### config.mk
export PLATFORM = sky130hd
export DESIGN_NAME = ivs_core
export DESIGN_NICKNAME = d
export VERILOG_FILES = /design/src/design/ivs_pkg.sv /design/src/design/ivs_core.sv
export SDC_FILE = /design/constraint.sdc
export NUM_CORES = 1
export LEC_CHECK = 0
export BUFFER_PORTS_ARGS = -buffer_cell sky130_fd_sc_hd__buf_2
export CORE_MARGIN = 2
export CORE_UTILIZATION = 35
export CTS_BUF_LIST = sky130_fd_sc_hd__clkbuf_16
export DETAILED_ROUTE_END_ITERATION = 10
export PLACE_DENSITY = 0.69
export SYNTH_ARGS = -nofsm -noshare
export SYNTH_HDL_FRONTEND = slang
export SYNTH_SLANG_ARGS = --single-unit
### constraint.sdc
create_clock -name clk_sys -period 4 [get_ports clk_sys]
set_input_delay 0.6 -clock clk_sys [delete_from_list [all_inputs] [get_ports clk_sys]]
set_output_delay 0.6 -clock clk_sys [all_outputs]
set_load 0.005 [all_outputs]
### src/design/ivs_pkg.sv
// Constants and types for the interrupt vectoring and stacking block
package ivs_pkg;

	// ******************************
	// Register port map
	// ******************************
	localparam logic [7:0] ADDR_PROMOTE = 8'h3C;
	localparam logic [7:0] ADDR_STATUS = 8'h3D;
	localparam logic [3:0] PROMOTE_RST = 4'h5;
	localparam int PSEL_MSB = 3;

	// ******************************
	// Condition code bits and vectors
	// ******************************
	localparam int CCR_X_BIT = 6;
	localparam int CCR_I_BIT = 4;
	localparam logic [15:0] VEC_RESET = 16'hFFFE;
	localparam logic [15:0] VEC_CLKMON = 16'hFFFC;
	localparam logic [15:0] VEC_WDOG = 16'hFFFA;
	localparam logic [15:0] VEC_ILLEGAL = 16'hFFF8;
	localparam logic [15:0] VEC_SWTRAP = 16'hFFF6;
	localparam logic [15:0] VEC_NMI = 16'hFFF4;
	localparam logic [15:0] VEC_MASK_TOP = 16'hFFF2;
	localparam logic [15:0] VEC_STEP = 16'h0001;
	localparam int N_MASK = 15;

	// ******************************
	// Promote code decoding
	// ******************************
	localparam logic [3:0] PSEL_LOW_LAST = 4'h4;
	localparam logic [3:0] PSEL_PIN_A = 4'h5;
	localparam logic [3:0] PSEL_PIN_B = 4'h6;
	localparam logic [3:0] PSEL_LOW_OFS = 4'hA;
	localparam logic [3:0] PSEL_HIGH_OFS = 4'h6;

	// ******************************
	// Stack frame layout and counts
	// ******************************
	localparam int STK_PCL = 0, STK_PCH = 1, STK_IYL = 2, STK_IYH = 3;
	localparam int STK_IXL = 4, STK_IXH = 5, STK_A = 6, STK_B = 7, STK_CCR = 8;
	localparam logic [3:0] PUSH_LAST = 4'h8;
	localparam logic [3:0] POP_READS = 4'h9;
	localparam logic [3:0] POP_FIRST_DATA = 4'h2;
	localparam logic [3:0] POP_LAST = 4'hA;
	localparam logic [3:0] CNT_STEP = 4'h1;
	localparam logic [15:0] STACK_SPAN = 16'h0009;
	localparam logic [255:0] OPMAP_ALL_LEGAL = {256{1'b1}};

	// ******************************
	// Types
	// ******************************
	typedef enum logic [2:0] {
		ST_IDLE = 3'h0,
		ST_PUSH = 3'h1,
		ST_VECH = 3'h3,
		ST_VECL = 3'h2,
		ST_VDONE = 3'h6,
		ST_VLAST = 3'h7,
		ST_POP = 3'h4
	} ivs_st_t;

	typedef struct packed {
		logic [15:0] pc;
		logic [15:0] iy;
		logic [15:0] ix;
		logic [7:0] a;
		logic [7:0] b;
		logic [7:0] condition_code_reg;
		logic [15:0] sp;
	} ivs_regs_t;

	typedef struct packed {
		logic re;
		logic we;
		logic [15:0] addr;
		logic [7:0] wdata;
	} ivs_mem_t;

	typedef struct packed {
		logic valid;
		logic [1:0] page;
		logic [7:0] code;
		logic [15:0] addr;
	} ivs_opf_t;

	typedef struct packed {
		logic tick, cap1, cap2, cap3, cmp1, cmp2, cmp3, cmp4, cap4cmp5;
		logic wrap, pulse_ovf, pulse_edge, spi_done;
		logic tx_done, tx_empty, idle_line, overrun, rx_full;
	} ivs_flags_t;

	typedef struct packed {
		logic periodic_tick_irq_en, capture1_irq_en, capture2_irq_en;
		logic capture3_irq_en, compare1_irq_en, compare2_irq_en;
		logic compare3_irq_en, compare4_irq_en, capture4_compare5_irq_en;
		logic timer_wrap_irq_en, pulse_overflow_irq_en, pulse_edge_irq_en;
		logic serial_periph_irq_en, tx_done_irq_en, tx_empty_irq_en;
		logic idle_line_irq_en, rx_irq_en;
	} ivs_en_t;

	typedef struct packed {
		ivs_st_t st;
		logic [3:0] cnt;
		logic [8:0][7:0] stk;
		logic [15:0] sp;
		logic [15:0] vec;
		logic [15:0] new_pc;
		logic [7:0] vec_hi;
		logic [7:0] rdata;
		ivs_mem_t mem;
		logic i, x, take_x, take_done, pop_done, ill_pend, swi_pend;
		logic [15:0] ill_addr;
		logic [3:0] psel;
		logic [1:0] irq_s;
		logic [1:0] nonmaskable_irq_pin_s;
	} ivs_state_t;

	// Reset starts a fetch of the reset vector with both masks set
	localparam ivs_state_t IVS_RST = '{st: ST_VECH, cnt: '0, stk: '0,
		sp: '0, vec: VEC_RESET, new_pc: '0, vec_hi: '0, rdata: '0,
		mem: '0, i: 1'h1, x: 1'h1, take_x: 1'h0, take_done: 1'h0,
		pop_done: 1'h0, ill_pend: 1'h0, swi_pend: 1'h0, ill_addr: '0,
		psel: PROMOTE_RST, irq_s: 2'h3, nonmaskable_irq_pin_s: 2'h3};

endpackage

### src/design/ivs_core.sv
// Interrupt recognition, vectoring and register stacking engine
`timescale 1ns/10ps
`default_nettype none

module ivs_core import ivs_pkg::*; #(
	parameter logic [255:0] OPMAP_P0 = OPMAP_ALL_LEGAL,
	parameter logic [255:0] OPMAP_P1 = OPMAP_ALL_LEGAL,
	parameter logic [255:0] OPMAP_P2 = OPMAP_ALL_LEGAL,
	parameter logic [255:0] OPMAP_P3 = OPMAP_ALL_LEGAL
) (
	// Clock and reset
	input wire logic clk_sys,
	input wire logic srst,
	// CPU sequencer side
	input wire logic instr_done,
	input wire logic swi_done,
	input wire logic rti_req,
	input wire logic tap_req,
	input wire logic [7:0] tap_data,
	input wire ivs_regs_t cpu_regs,
	input wire ivs_opf_t op_fetch,
	// Memory access
	output ivs_mem_t mem_o,
	input wire logic [7:0] mem_rdata,
	// Results to the sequencer
	output logic take_done,
	output logic [15:0] new_pc,
	output logic [15:0] new_sp,
	output logic pop_done,
	output ivs_regs_t pop_regs,
	output logic mask_i,
	output logic mask_x,
	// Interrupt pins, active low
	input wire logic irq_n,
	input wire logic nonmaskable_irq_pin_n,
	// Peripheral flags and enables
	input wire ivs_flags_t pflags,
	input wire ivs_en_t pen,
	input wire logic watchdog_fail,
	input wire logic watchdog_disable,
	input wire logic clock_fail,
	input wire logic clock_monitor_en,
	// Register port
	input wire logic [7:0] reg_addr,
	input wire logic [7:0] reg_wdata,
	input wire logic reg_we,
	input wire logic reg_re,
	output logic [7:0] reg_rdata
);

	// ******************************
	// Helper functions
	// ******************************

	// Map a promote code onto a position in the default order
	function automatic logic [3:0] psel_idx(input logic [3:0] p);
		if (p <= PSEL_LOW_LAST) begin
			return p + PSEL_LOW_OFS;
		end else if (p == PSEL_PIN_A || p == PSEL_PIN_B) begin
			return '0;
		end else begin
			return p - PSEL_HIGH_OFS;
		end
	endfunction

	// Lowest set position wins in the default order
	function automatic logic [3:0] first_set(input logic [N_MASK-1:0] r);
		logic [3:0] k;
		k = '0;
		for (int n = N_MASK - 1; n >= 0; n--) begin
			if (r[n]) begin
				k = 4'(n);
			end
		end
		return k;
	endfunction

	// Maskable vectors step down by two bytes from the pin vector
	function automatic logic [15:0] mask_vec(input logic [3:0] idx);
		return VEC_MASK_TOP - {11'h0, idx, 1'b0};
	endfunction

	// Opcode legality lookup by map page
	function automatic logic op_legal(input logic [1:0] pg,
		input logic [7:0] code);
		logic ok;
		ok = 1'b1;
		unique case (pg)
			2'h0: ok = OPMAP_P0[code];
			2'h1: ok = OPMAP_P1[code];
			2'h2: ok = OPMAP_P2[code];
			2'h3: ok = OPMAP_P3[code];
		endcase
		return ok;
	endfunction

	// ******************************
	// State and request decoding
	// ******************************
	ivs_state_t s_q, s_d;
	logic [N_MASK-1:0] mreq;
	logic [3:0] prom, pick;
	logic boundary, reset_class, take_nmi, take_msk, take_any, swi_now;
	logic [15:0] take_vec, ret_pc;
	logic [7:0] ccr_push, status;

	// Maskable requests in default order, pin first
	assign mreq = {
		(pflags.tx_done & pen.tx_done_irq_en) |
		(pflags.tx_empty & pen.tx_empty_irq_en) |
		(pflags.idle_line & pen.idle_line_irq_en) |
		((pflags.overrun | pflags.rx_full) & pen.rx_irq_en),
		pflags.spi_done & pen.serial_periph_irq_en,
		pflags.pulse_edge & pen.pulse_edge_irq_en,
		pflags.pulse_ovf & pen.pulse_overflow_irq_en,
		pflags.wrap & pen.timer_wrap_irq_en,
		pflags.cap4cmp5 & pen.capture4_compare5_irq_en,
		pflags.cmp4 & pen.compare4_irq_en,
		pflags.cmp3 & pen.compare3_irq_en,
		pflags.cmp2 & pen.compare2_irq_en,
		pflags.cmp1 & pen.compare1_irq_en,
		pflags.cap3 & pen.capture3_irq_en,
		pflags.cap2 & pen.capture2_irq_en,
		pflags.cap1 & pen.capture1_irq_en,
		pflags.tick & pen.periodic_tick_irq_en,
		~s_q.irq_s[1]
	};

	// Promoted source first, else fixed order
	assign prom = psel_idx(s_q.psel);
	assign pick = mreq[prom] ? prom : first_set(mreq);

	// Recognition terms
	assign boundary = instr_done | swi_done;
	assign reset_class = (clock_fail & clock_monitor_en) |
		(watchdog_fail & ~watchdog_disable);
	assign take_nmi = ~s_q.nonmaskable_irq_pin_s[1] & ~s_q.x;
	assign take_msk = (|mreq) & ~s_q.i;
	assign take_any = take_nmi | s_q.ill_pend | s_q.swi_pend | swi_done |
		take_msk;

	// A trap with nothing ahead of it is served at its own boundary
	assign swi_now = swi_done & ~take_nmi & ~s_q.ill_pend & ~s_q.swi_pend &
		(s_q.st == ST_IDLE);

	// Winning vector: pin, illegal, trap, then maskable
	always_comb begin
		if (take_nmi) begin
			take_vec = VEC_NMI;
		end else if (s_q.ill_pend) begin
			take_vec = VEC_ILLEGAL;
		end else if (s_q.swi_pend || swi_done) begin
			take_vec = VEC_SWTRAP;
		end else begin
			take_vec = mask_vec(pick);
		end
	end

	// Illegal trap returns to the offending opcode
	assign ret_pc = (!take_nmi && s_q.ill_pend) ? s_q.ill_addr : cpu_regs.pc;

	// Condition codes as pushed carry this block's mask bits
	always_comb begin
		ccr_push = cpu_regs.condition_code_reg;
		ccr_push[CCR_X_BIT] = s_q.x;
		ccr_push[CCR_I_BIT] = s_q.i;
	end

	// Status readback
	assign status = {s_q.x, s_q.i, s_q.ill_pend, s_q.swi_pend, 1'b0, s_q.st};

	// ******************************
	// Next-state logic
	// ******************************
	always_comb begin
		s_d = s_q;
		s_d.mem = '0;
		s_d.take_done = 1'b0;
		s_d.pop_done = 1'b0;
		s_d.rdata = '0;
		s_d.irq_s = {s_q.irq_s[0], irq_n};
		s_d.nonmaskable_irq_pin_s = {s_q.nonmaskable_irq_pin_s[0], nonmaskable_irq_pin_n};

		// Promote code only while maskable sources are held off
		if (reg_we && reg_addr == ADDR_PROMOTE && s_q.i) begin
			s_d.psel = reg_wdata[PSEL_MSB:0];
		end

		// Read data for the cycle after the strobe
		if (reg_re) begin
			if (reg_addr == ADDR_PROMOTE) begin
				s_d.rdata = {4'h0, s_q.psel};
			end else if (reg_addr == ADDR_STATUS) begin
				s_d.rdata = status;
			end
		end

		unique case (s_q.st)
			ST_IDLE: begin
				if (tap_req) begin
					s_d.i = tap_data[CCR_I_BIT];
					s_d.x = s_q.x & tap_data[CCR_X_BIT];
				end
				if (boundary && take_any) begin
					s_d.st = ST_PUSH;
					s_d.cnt = '0;
					s_d.sp = cpu_regs.sp;
					s_d.vec = take_vec;
					s_d.take_x = take_nmi;
					s_d.stk = {ccr_push, cpu_regs.b, cpu_regs.a,
						cpu_regs.ix, cpu_regs.iy, ret_pc};
					if (!take_nmi && s_q.ill_pend) begin
						s_d.ill_pend = 1'b0;
					end else if (!take_nmi && s_q.swi_pend) begin
						s_d.swi_pend = 1'b0;
					end
				end else if (rti_req) begin
					s_d.st = ST_POP;
					s_d.cnt = '0;
					s_d.sp = cpu_regs.sp;
				end
			end
			ST_PUSH: begin
				// One byte per cycle at falling addresses
				s_d.mem.we = 1'b1;
				s_d.mem.addr = s_q.sp - {12'h0, s_q.cnt};
				s_d.mem.wdata = s_q.stk[s_q.cnt];
				s_d.cnt = s_q.cnt + CNT_STEP;
				if (s_q.cnt == PUSH_LAST) begin
					s_d.st = ST_VECH;
					s_d.sp = s_q.sp - STACK_SPAN;
					s_d.i = 1'b1;
					if (s_q.take_x) begin
						s_d.x = 1'b1;
					end
				end
			end
			ST_VECH: begin
				s_d.mem.re = 1'b1;
				s_d.mem.addr = s_q.vec;
				s_d.st = ST_VECL;
			end
			ST_VECL: begin
				s_d.mem.re = 1'b1;
				s_d.mem.addr = s_q.vec + VEC_STEP;
				s_d.st = ST_VDONE;
			end
			ST_VDONE: begin
				s_d.vec_hi = mem_rdata;
				s_d.st = ST_VLAST;
			end
			ST_VLAST: begin
				s_d.new_pc = {s_q.vec_hi, mem_rdata};
				s_d.take_done = 1'b1;
				s_d.st = ST_IDLE;
			end
			ST_POP: begin
				// Reads run upward; data lands two cycles later
				if (s_q.cnt < POP_READS) begin
					s_d.mem.re = 1'b1;
					s_d.mem.addr = s_q.sp + {12'h0, s_q.cnt} + VEC_STEP;
				end
				if (s_q.cnt >= POP_FIRST_DATA) begin
					s_d.stk[POP_LAST - s_q.cnt] = mem_rdata;
				end
				s_d.cnt = s_q.cnt + CNT_STEP;
				if (s_q.cnt == POP_LAST) begin
					s_d.st = ST_IDLE;
					s_d.pop_done = 1'b1;
					s_d.sp = s_q.sp + STACK_SPAN;
					s_d.i = s_q.stk[STK_CCR][CCR_I_BIT];
					s_d.x = s_q.stk[STK_CCR][CCR_X_BIT];
				end
			end
			default: begin
				s_d.st = ST_IDLE;
			end
		endcase

		// Clock monitor and watchdog restart from their own vectors
		if (reset_class) begin
			s_d.st = ST_VECH;
			s_d.vec = clock_fail && clock_monitor_en ?
				VEC_CLKMON : VEC_WDOG;
			s_d.i = 1'b1;
			s_d.x = 1'b1;
		end

		// Trap requests are sticky; a new one beats the clear
		if (op_fetch.valid && !op_legal(op_fetch.page, op_fetch.code)) begin
			s_d.ill_pend = 1'b1;
			s_d.ill_addr = op_fetch.addr;
		end
		if (swi_done && !swi_now) begin
			s_d.swi_pend = 1'b1;
		end
	end

	// State register
	always_ff @(posedge clk_sys) begin
		if (srst) begin
			s_q <= IVS_RST;
		end else begin
			s_q <= s_d;
		end
	end

	// ******************************
	// Outputs
	// ******************************
	assign mem_o = s_q.mem;
	assign take_done = s_q.take_done;
	assign new_pc = s_q.new_pc;
	assign new_sp = s_q.sp;
	assign pop_done = s_q.pop_done;
	assign mask_i = s_q.i;
	assign mask_x = s_q.x;
	assign reg_rdata = s_q.rdata;
	assign pop_regs = '{pc: {s_q.stk[STK_PCH], s_q.stk[STK_PCL]},
		iy: {s_q.stk[STK_IYH], s_q.stk[STK_IYL]},
		ix: {s_q.stk[STK_IXH], s_q.stk[STK_IXL]},
		a: s_q.stk[STK_A], b: s_q.stk[STK_B], condition_code_reg: s_q.stk[STK_CCR],
		sp: s_q.sp};
endmodule

`default_nettype wire

Word level (Yosys, flattened, before mapping)

Memory sizes are Yosys's and may differ from the RTL's.
Cells that the tools add are included.

Bits in registers: 200
Bits in read-only memories: 256
Input port bits: 196
Output and inout port bits: 158
Word-level logic and storage cells: 239
Memories kept: 1

Memories:

| memory          | depth | width | read ports | clocked after memory_dff | wr ports | RTL line       | RTL |
|---|---|---|---|---|---|---|---|
| (no name shown) | 256   | 1     | 1          | 0                        | 0        | ivs_core.sv:92 | `2'h3: ok = OPMAP_P3[code];` |

Add/subtract/negate cells: 11
Magnitude comparators: 8
Eq/ne operators: 23
Mux-type cells: 70
Bitwise operators: 48
Reductions and logical operators: 46

Operators with widths:

| kind                                                                 | number |
|---|---|
| 16-bit 2-to-1 mux                                                    | 12 |
| 72-bit 2-to-1 mux                                                    | 2 |
| 72-bit one-hot mux with 2 select lines                               | 1 |
| 4-bit 2-to-1 mux                                                     | 19 |
| 72-bit bitwise mux                                                   | 1 |
| 16-bit one-hot mux with 4 select lines                               | 1 |
| 16-bit one-hot mux with 3 select lines                               | 1 |
| 16-bit by 1-bit adder with 16-bit output, second input constant      | 2 |
| 8-bit binary-select mux with 4-bit select                            | 1 |
| 8-bit demux with 4-bit select                                        | 1 |
| 1-bit AND                                                            | 26 |
| 2-bit nonzero test                                                   | 10 |
| 3-bit one-hot mux with 6 select lines                                | 1 |
| 16-bit by 4-bit adder with 16-bit output                             | 1 |
| 16-bit by 4-bit adder with 16-bit output, second input constant      | 1 |
| 8-bit by 6-bit == test with 1-bit output, second input constant      | 2 |
| 8-bit 2-to-1 mux                                                     | 2 |
| 16-bit by 4-bit subtractor with 16-bit output                        | 1 |
| 16-bit by 4-bit subtractor with 16-bit output, second input constant | 1 |
| 4-bit by 5-bit < comparator with 1-bit output, second input constant | 3 |
| 15-bit OR reduction                                                  | 1 |
| 7-bit 2-to-1 mux                                                     | 2 |
| 1-bit 2-to-1 mux                                                     | 13 |
| 3-bit 2-to-1 mux                                                     | 4 |
| other kinds (39)                                                     | 97 |

Depth between registers and ports, before layout

Word-level depth: 27
Depth in mapped cells: 13
Mapped depth without buffers: 12

Worst setup path after synthesis

No wires, ideal clock.

Path type: flip-flop to flip-flop
Start: register s_q[194] in the netlist's numbering
End: register s_q (netlist bit mem_o[17])
Library setup time: 128 ps
Data arrival time: 3510 ps
Required time: 3872 ps
Setup slack: 362 ps
Stages on the path, launching flop included: 14
Path buffers: 3
Period minus slack after synthesis: 3638 ps
Cell sequence: dfxtp_1 -> buf_1 -> clkbuf_1 -> inv_1 -> ha_1 -> nor2b_1 -> o21ai_1 -> a21oi_1 -> or4_1 -> clkbuf_1 -> or4_1 -> xnor2_1 -> a221oi_1 -> nor2_1

Cells in the longest elaborated chain, start to end: 4
Elaborated cells on any way between the ends: 6
Those cells by class: add/sub: 3; order compare: 1; mux: 2

Ends and longest elaborated chain:

| element                                    | RTL line        | RTL |
|---|---|---|
| start: declaration                         | ivs_core.sv:100 | `ivs_state_t s_q, s_d;` |
| start signal: assignment                   | ivs_core.sv:302 | `s_q <= IVS_RST;` |
| start signal: assignment                   | ivs_core.sv:304 | `s_q <= s_d;` |
| 16-bit by 4-bit adder with 16-bit output   | ivs_core.sv:261 | `s_d.mem.addr = s_q.sp + {12'h0, s_q.cnt} + VEC_STEP;` |
| 16-bit by 1-bit adder with 16-bit output   | ivs_core.sv:261 |  |
| 16-bit 2-to-1 mux                          | ivs_core.sv:259 | `if (s_q.cnt < POP_READS) begin` |
| 16-bit one-hot mux with 4 select lines (*) | ivs_core.sv:198 | `unique case (s_q.st)` |

Every way passes the cells marked *; elsewhere a longest branch is shown, timed or not.
A chain may end at the register's enable or synchronous reset.

Final worst setup path

Start: register s_q[199] in the netlist's numbering
End: register s_q (netlist bit new_sp[15])

Cells in the longest elaborated chain, start to end: 3
Elaborated cells on any way between the ends: 9
Those cells by class: eq/ne: 5; mux: 1; reduce/logical: 3

Ends and longest elaborated chain:

| element                                                              | RTL line |
|---|---|
| 3-bit == test, or another cell as far along                          | ivs_core.sv:198 |
| 2-bit inequality test (no source line), or another cell as far along | -- |
| 4-bit AND reduction (no source line)                                 | -- |

Several ways; a longest one is shown, not always the timed one.

==> impl_metrics.ini <==
[outcome]
status = complete, no violations

[clock_network]
cts_setup_buffers = 0
cts_root_buffer = clkbuf_16
cts.repair.resized = 0
cts_tree = done
cts_hold_buf = 0
clkLatencyLatePin_ps = 440
cts.path.max_buffers = 2
path_clk_slew_ps = 70
cts_made_buffers = 17
htree_levels = 4
cts_sinks = 171

[placement]
dpl_worst_slack_ps = 647
port_buffers = 313
hpwlAfterDp_um = 25000
gp_congestion = 0.862

[synth]
synthCells = 1298
netlist_area_um2 = 10500
syn_area_per_cell_um2 = 8.12
async_flop_share_pct = 0
synth_nets = 1525
synth_top_area_cell = dfxtp_1
yosys_warnings = 0
synth.ff_latch_count = 171
synth_top_area_share_pct = 32.5
ys_seq_area_share_pct = 32.5
synth_edf_count = 0
synth_cell_types = 71
synth_ff_type = dfxtp_1
synth.area.top_cells = dfxtp_1, buf_4, a211oi_1

[routing]
drc_errors = 0
wl_per_cell_um = 18.8
vias_per_cell = 5.49
wl_um = 34200
ant_nets = 0
drtPass1Iterations = 6
drtIter0Drc = 759
vias = 9983

[layout]
drive_gt1_share_pct = 28.4
syn_to_final_growth_pct = 12.9
multi_input_area_um2 = 5550
fin_util_pct = 40.2
fill_cells = 3069
nNetsFinal = 1639
seqCellArea_um2 = 3420

[flow_run]
max-cap-violations = 0

[timing]
setup_ws_ps = 563
drv_slew = 0
tns_ps = 0
min_period_over_period_pct = 85.9
final.min_clock_period_ps = 3440
setup_violations = 0
finalHoldViolations = 0
fin_skew_ps = 14.3
slew_headroom_pct = 21.7
worst_pin_slew_ps = 1170
max_freq_mhz = 291
rsz0062_at_grt = false

[worst_setup_path]
path_max_fanout = 19
r2r_start = s_q[199]$_SDFFE_PP0P_
endpoint = new_sp[15]$_SDFFE_PP0P_
worstSetupPathType = reg2reg
start_kind = flip-flop
cp.arrival_ps = 3800
reg2reg_depth = 11
cp-end-kind = flip-flop
r2r_setup_slack_ps = 560
crit_path_max_incr_delay_ps = 530
cp.required_ps = 4370
cpMaxStageDelayCell = a311oi_1
startpoint = s_q[199]$_SDFFE_PP0P_
crit_top_cell = o211ai_1
timing.rr.end = new_sp[15]$_SDFFE_PP0P_
path_cells = nor3b_4, inv_2, ha_1, a211oi_1, o211ai_1, a311oi_1, nor4_1, o211ai_1, nor3b_1, mux2_2, a21oi_1

[global_routing]
grt_use_total_pct = 21.0
gr-total-overflow = 0
grt_pass1_vias = 9396
antenna_found_initial = 6
grt_max_degree = 99
grt_pass1_wl_um = 51600

[die]
start_util_pct = 35.6
fp-row-count = 63
fp.dieH_um = 178
die_w_um = 178
fp.coreArea_um2 = 29600
ioPinCount = 354
dieArea_um2 = 31500

[power]
power_frac_seq_pct = 42.7
p_leak_nw = 5.01
vdd_drop_max_mv = 0.297
pwr-share-comb_pct = 16.4
p_switching_mw = 1.26
switching_share_pct = 29.9
powerDensity_nw_per_um2 = 355
internal_power_mw = 2.96
pwr-share-clk_pct = 40.9

[worst_hold_path]
worst_hold_path.num_cells = 2
hp-class = in2reg
worstHoldStart = irq_n
## area by class of cell
| type | instances | share of cell area [%] |
|---|---|---|
| multi-input combinational | 861 | 46.6 |
| clock inverter | 15 | 1.43 |
| antenna | 5 | 0.105 |
| timing repair buffer | 332 | 14.5 |
| inverter | 29 | 0.914 |
| tap | 390 | 4.10 |
| sequential | 171 | 28.8 |
| clock buffer | 17 | 3.57 |
## power groups by stage
stage	combinational [mW]	sequential, mW	clock, mW
floorplan	0.515	1.82	0
global route	0.767	1.81	1.83
global placement	0.677	1.84	0
detailed placement	0.685	1.85	0
finish	0.692	1.81	1.73
CTS	0.689	1.81	1.75
## placed cells by master (no fill, tap or decap), types with 4 or more instances in the layout
cell type  Yosys  layout
a21o_1         4       4
o21ai_1        9       8
mux2i_1       22      22
nor4_1         7       7
o22ai_1       74      74
nand4_1        9       9
a22oi_1        8       8
buf_4        155      19
nor3_1        26      26
buf_2          5     312
ha_1          28      28
a31oi_1        6       6
o21a_1         4       4
nor2b_1       11      11
and3_1         9       9
or2_2          6       6
nor2_1       154     154
inv_6          0       6
nor3b_1        4       4
o21ai_0       17      17
or3_1          4       4
o31ai_1        6       6
dfxtp_1      171     171
nand2_1      119     119
xor2_1        15      15
a21oi_1       80      79
o211ai_1       5       5
nand3_1       14      14
nand2b_1      16      16
a311oi_1       6       6
a221oi_1      16      16
xnor2_1       25      25
mux4_2        17      17
clkbuf_16      0      17
diode_2        0       5
a211oi_1      79      79
and2_1         6       6
inv_1         27      27
## worst max-delay path, delay by kind of cell, from the launching register on
family	cells	cell delay [ps]
AO/OA/AOI/OAI	5	1340
AND/OR/NAND/NOR	3	730
multiplexers	1	370
flip-flops	1	350
adder cells (fa/ha/maj)	1	350
buffers and inverters	1	230
## worst min path at each step
stage                   endpoint
2_1_floorplan  s_q[1]$_SDFF_PP1_
3_3_place_gp   s_q[3]$_SDFF_PP1_
3_5_place_dp   s_q[1]$_SDFF_PP1_
4_1_cts        s_d[3]$_SDFF_PP1_
5_1_grt        s_d[3]$_SDFF_PP1_
6_report       s_d[3]$_SDFF_PP1_
## sequential cells by signal (all words and copies together) (netlist names)
name / flops
pop_regs: 72
s_d: 2
new_sp: 16
mask_x: 1
pop_done: 1
s_q: 28
mask_i: 1
reg_rdata: 7
new_pc: 16
mem_o: 26
take_done: 1
## logic make-up after synthesis
family | Yosys count | synth area share [%]
AOI/OAI and AO/OA | 347 | 22.0
xor gates and xnor gates | 40 | 3.32
adders and majority gates | 31 | 3.89
buffers and inverters | 266 | 15.1
DFF | 171 | 32.5
muxes | 40 | 5.83
other | 1 | 0.0356
and+or+nand+nor | 402 | 17.4
## through the flow
step | hold WS [ps] | instance area, µm² | instances | total power, mW
finish | 352 | 11900 | 1820 | 4.22
detailed placement | 406 | 11300 | 1783 | 2.53
CTS | 336 | 11900 | 1815 | 4.25
global placement | 411 | 11300 | 1783 | 2.52
floorplan | 389 | 10500 | 1298 | 2.34
global route | 338 | 11900 | 1817 | 4.41
## per-layer routing
metal,track usage [%],vias to the layer above,part of all wire (%),wire (µm)
li1,-,4750,-,-
met1,28.2,4709,44,15100
met2,33.4,451,46,15700
met3,4.54,69,7.3,2480
met4,6.86,4,2.6,883
met5,0,-,0.088,30
## Yosys cell counts (all sizes together) (7+ instances only)
master	n
buf	166
nand2b	16
a211oi	79
mux2i	22
nor2	154
inv	29
a22oi	8
and3	9
clkbuf	71
xor2	15
a21oi	80
ha	28
nor3	26
nand3	14
nand4	9
nor2b	11
mux4	17
nand2	120
xnor2	25
nor4	7
o22ai	74
o21ai	28
a221oi	16
dfxtp	171
No activity file was read; power rests on OpenSTA's default activity.
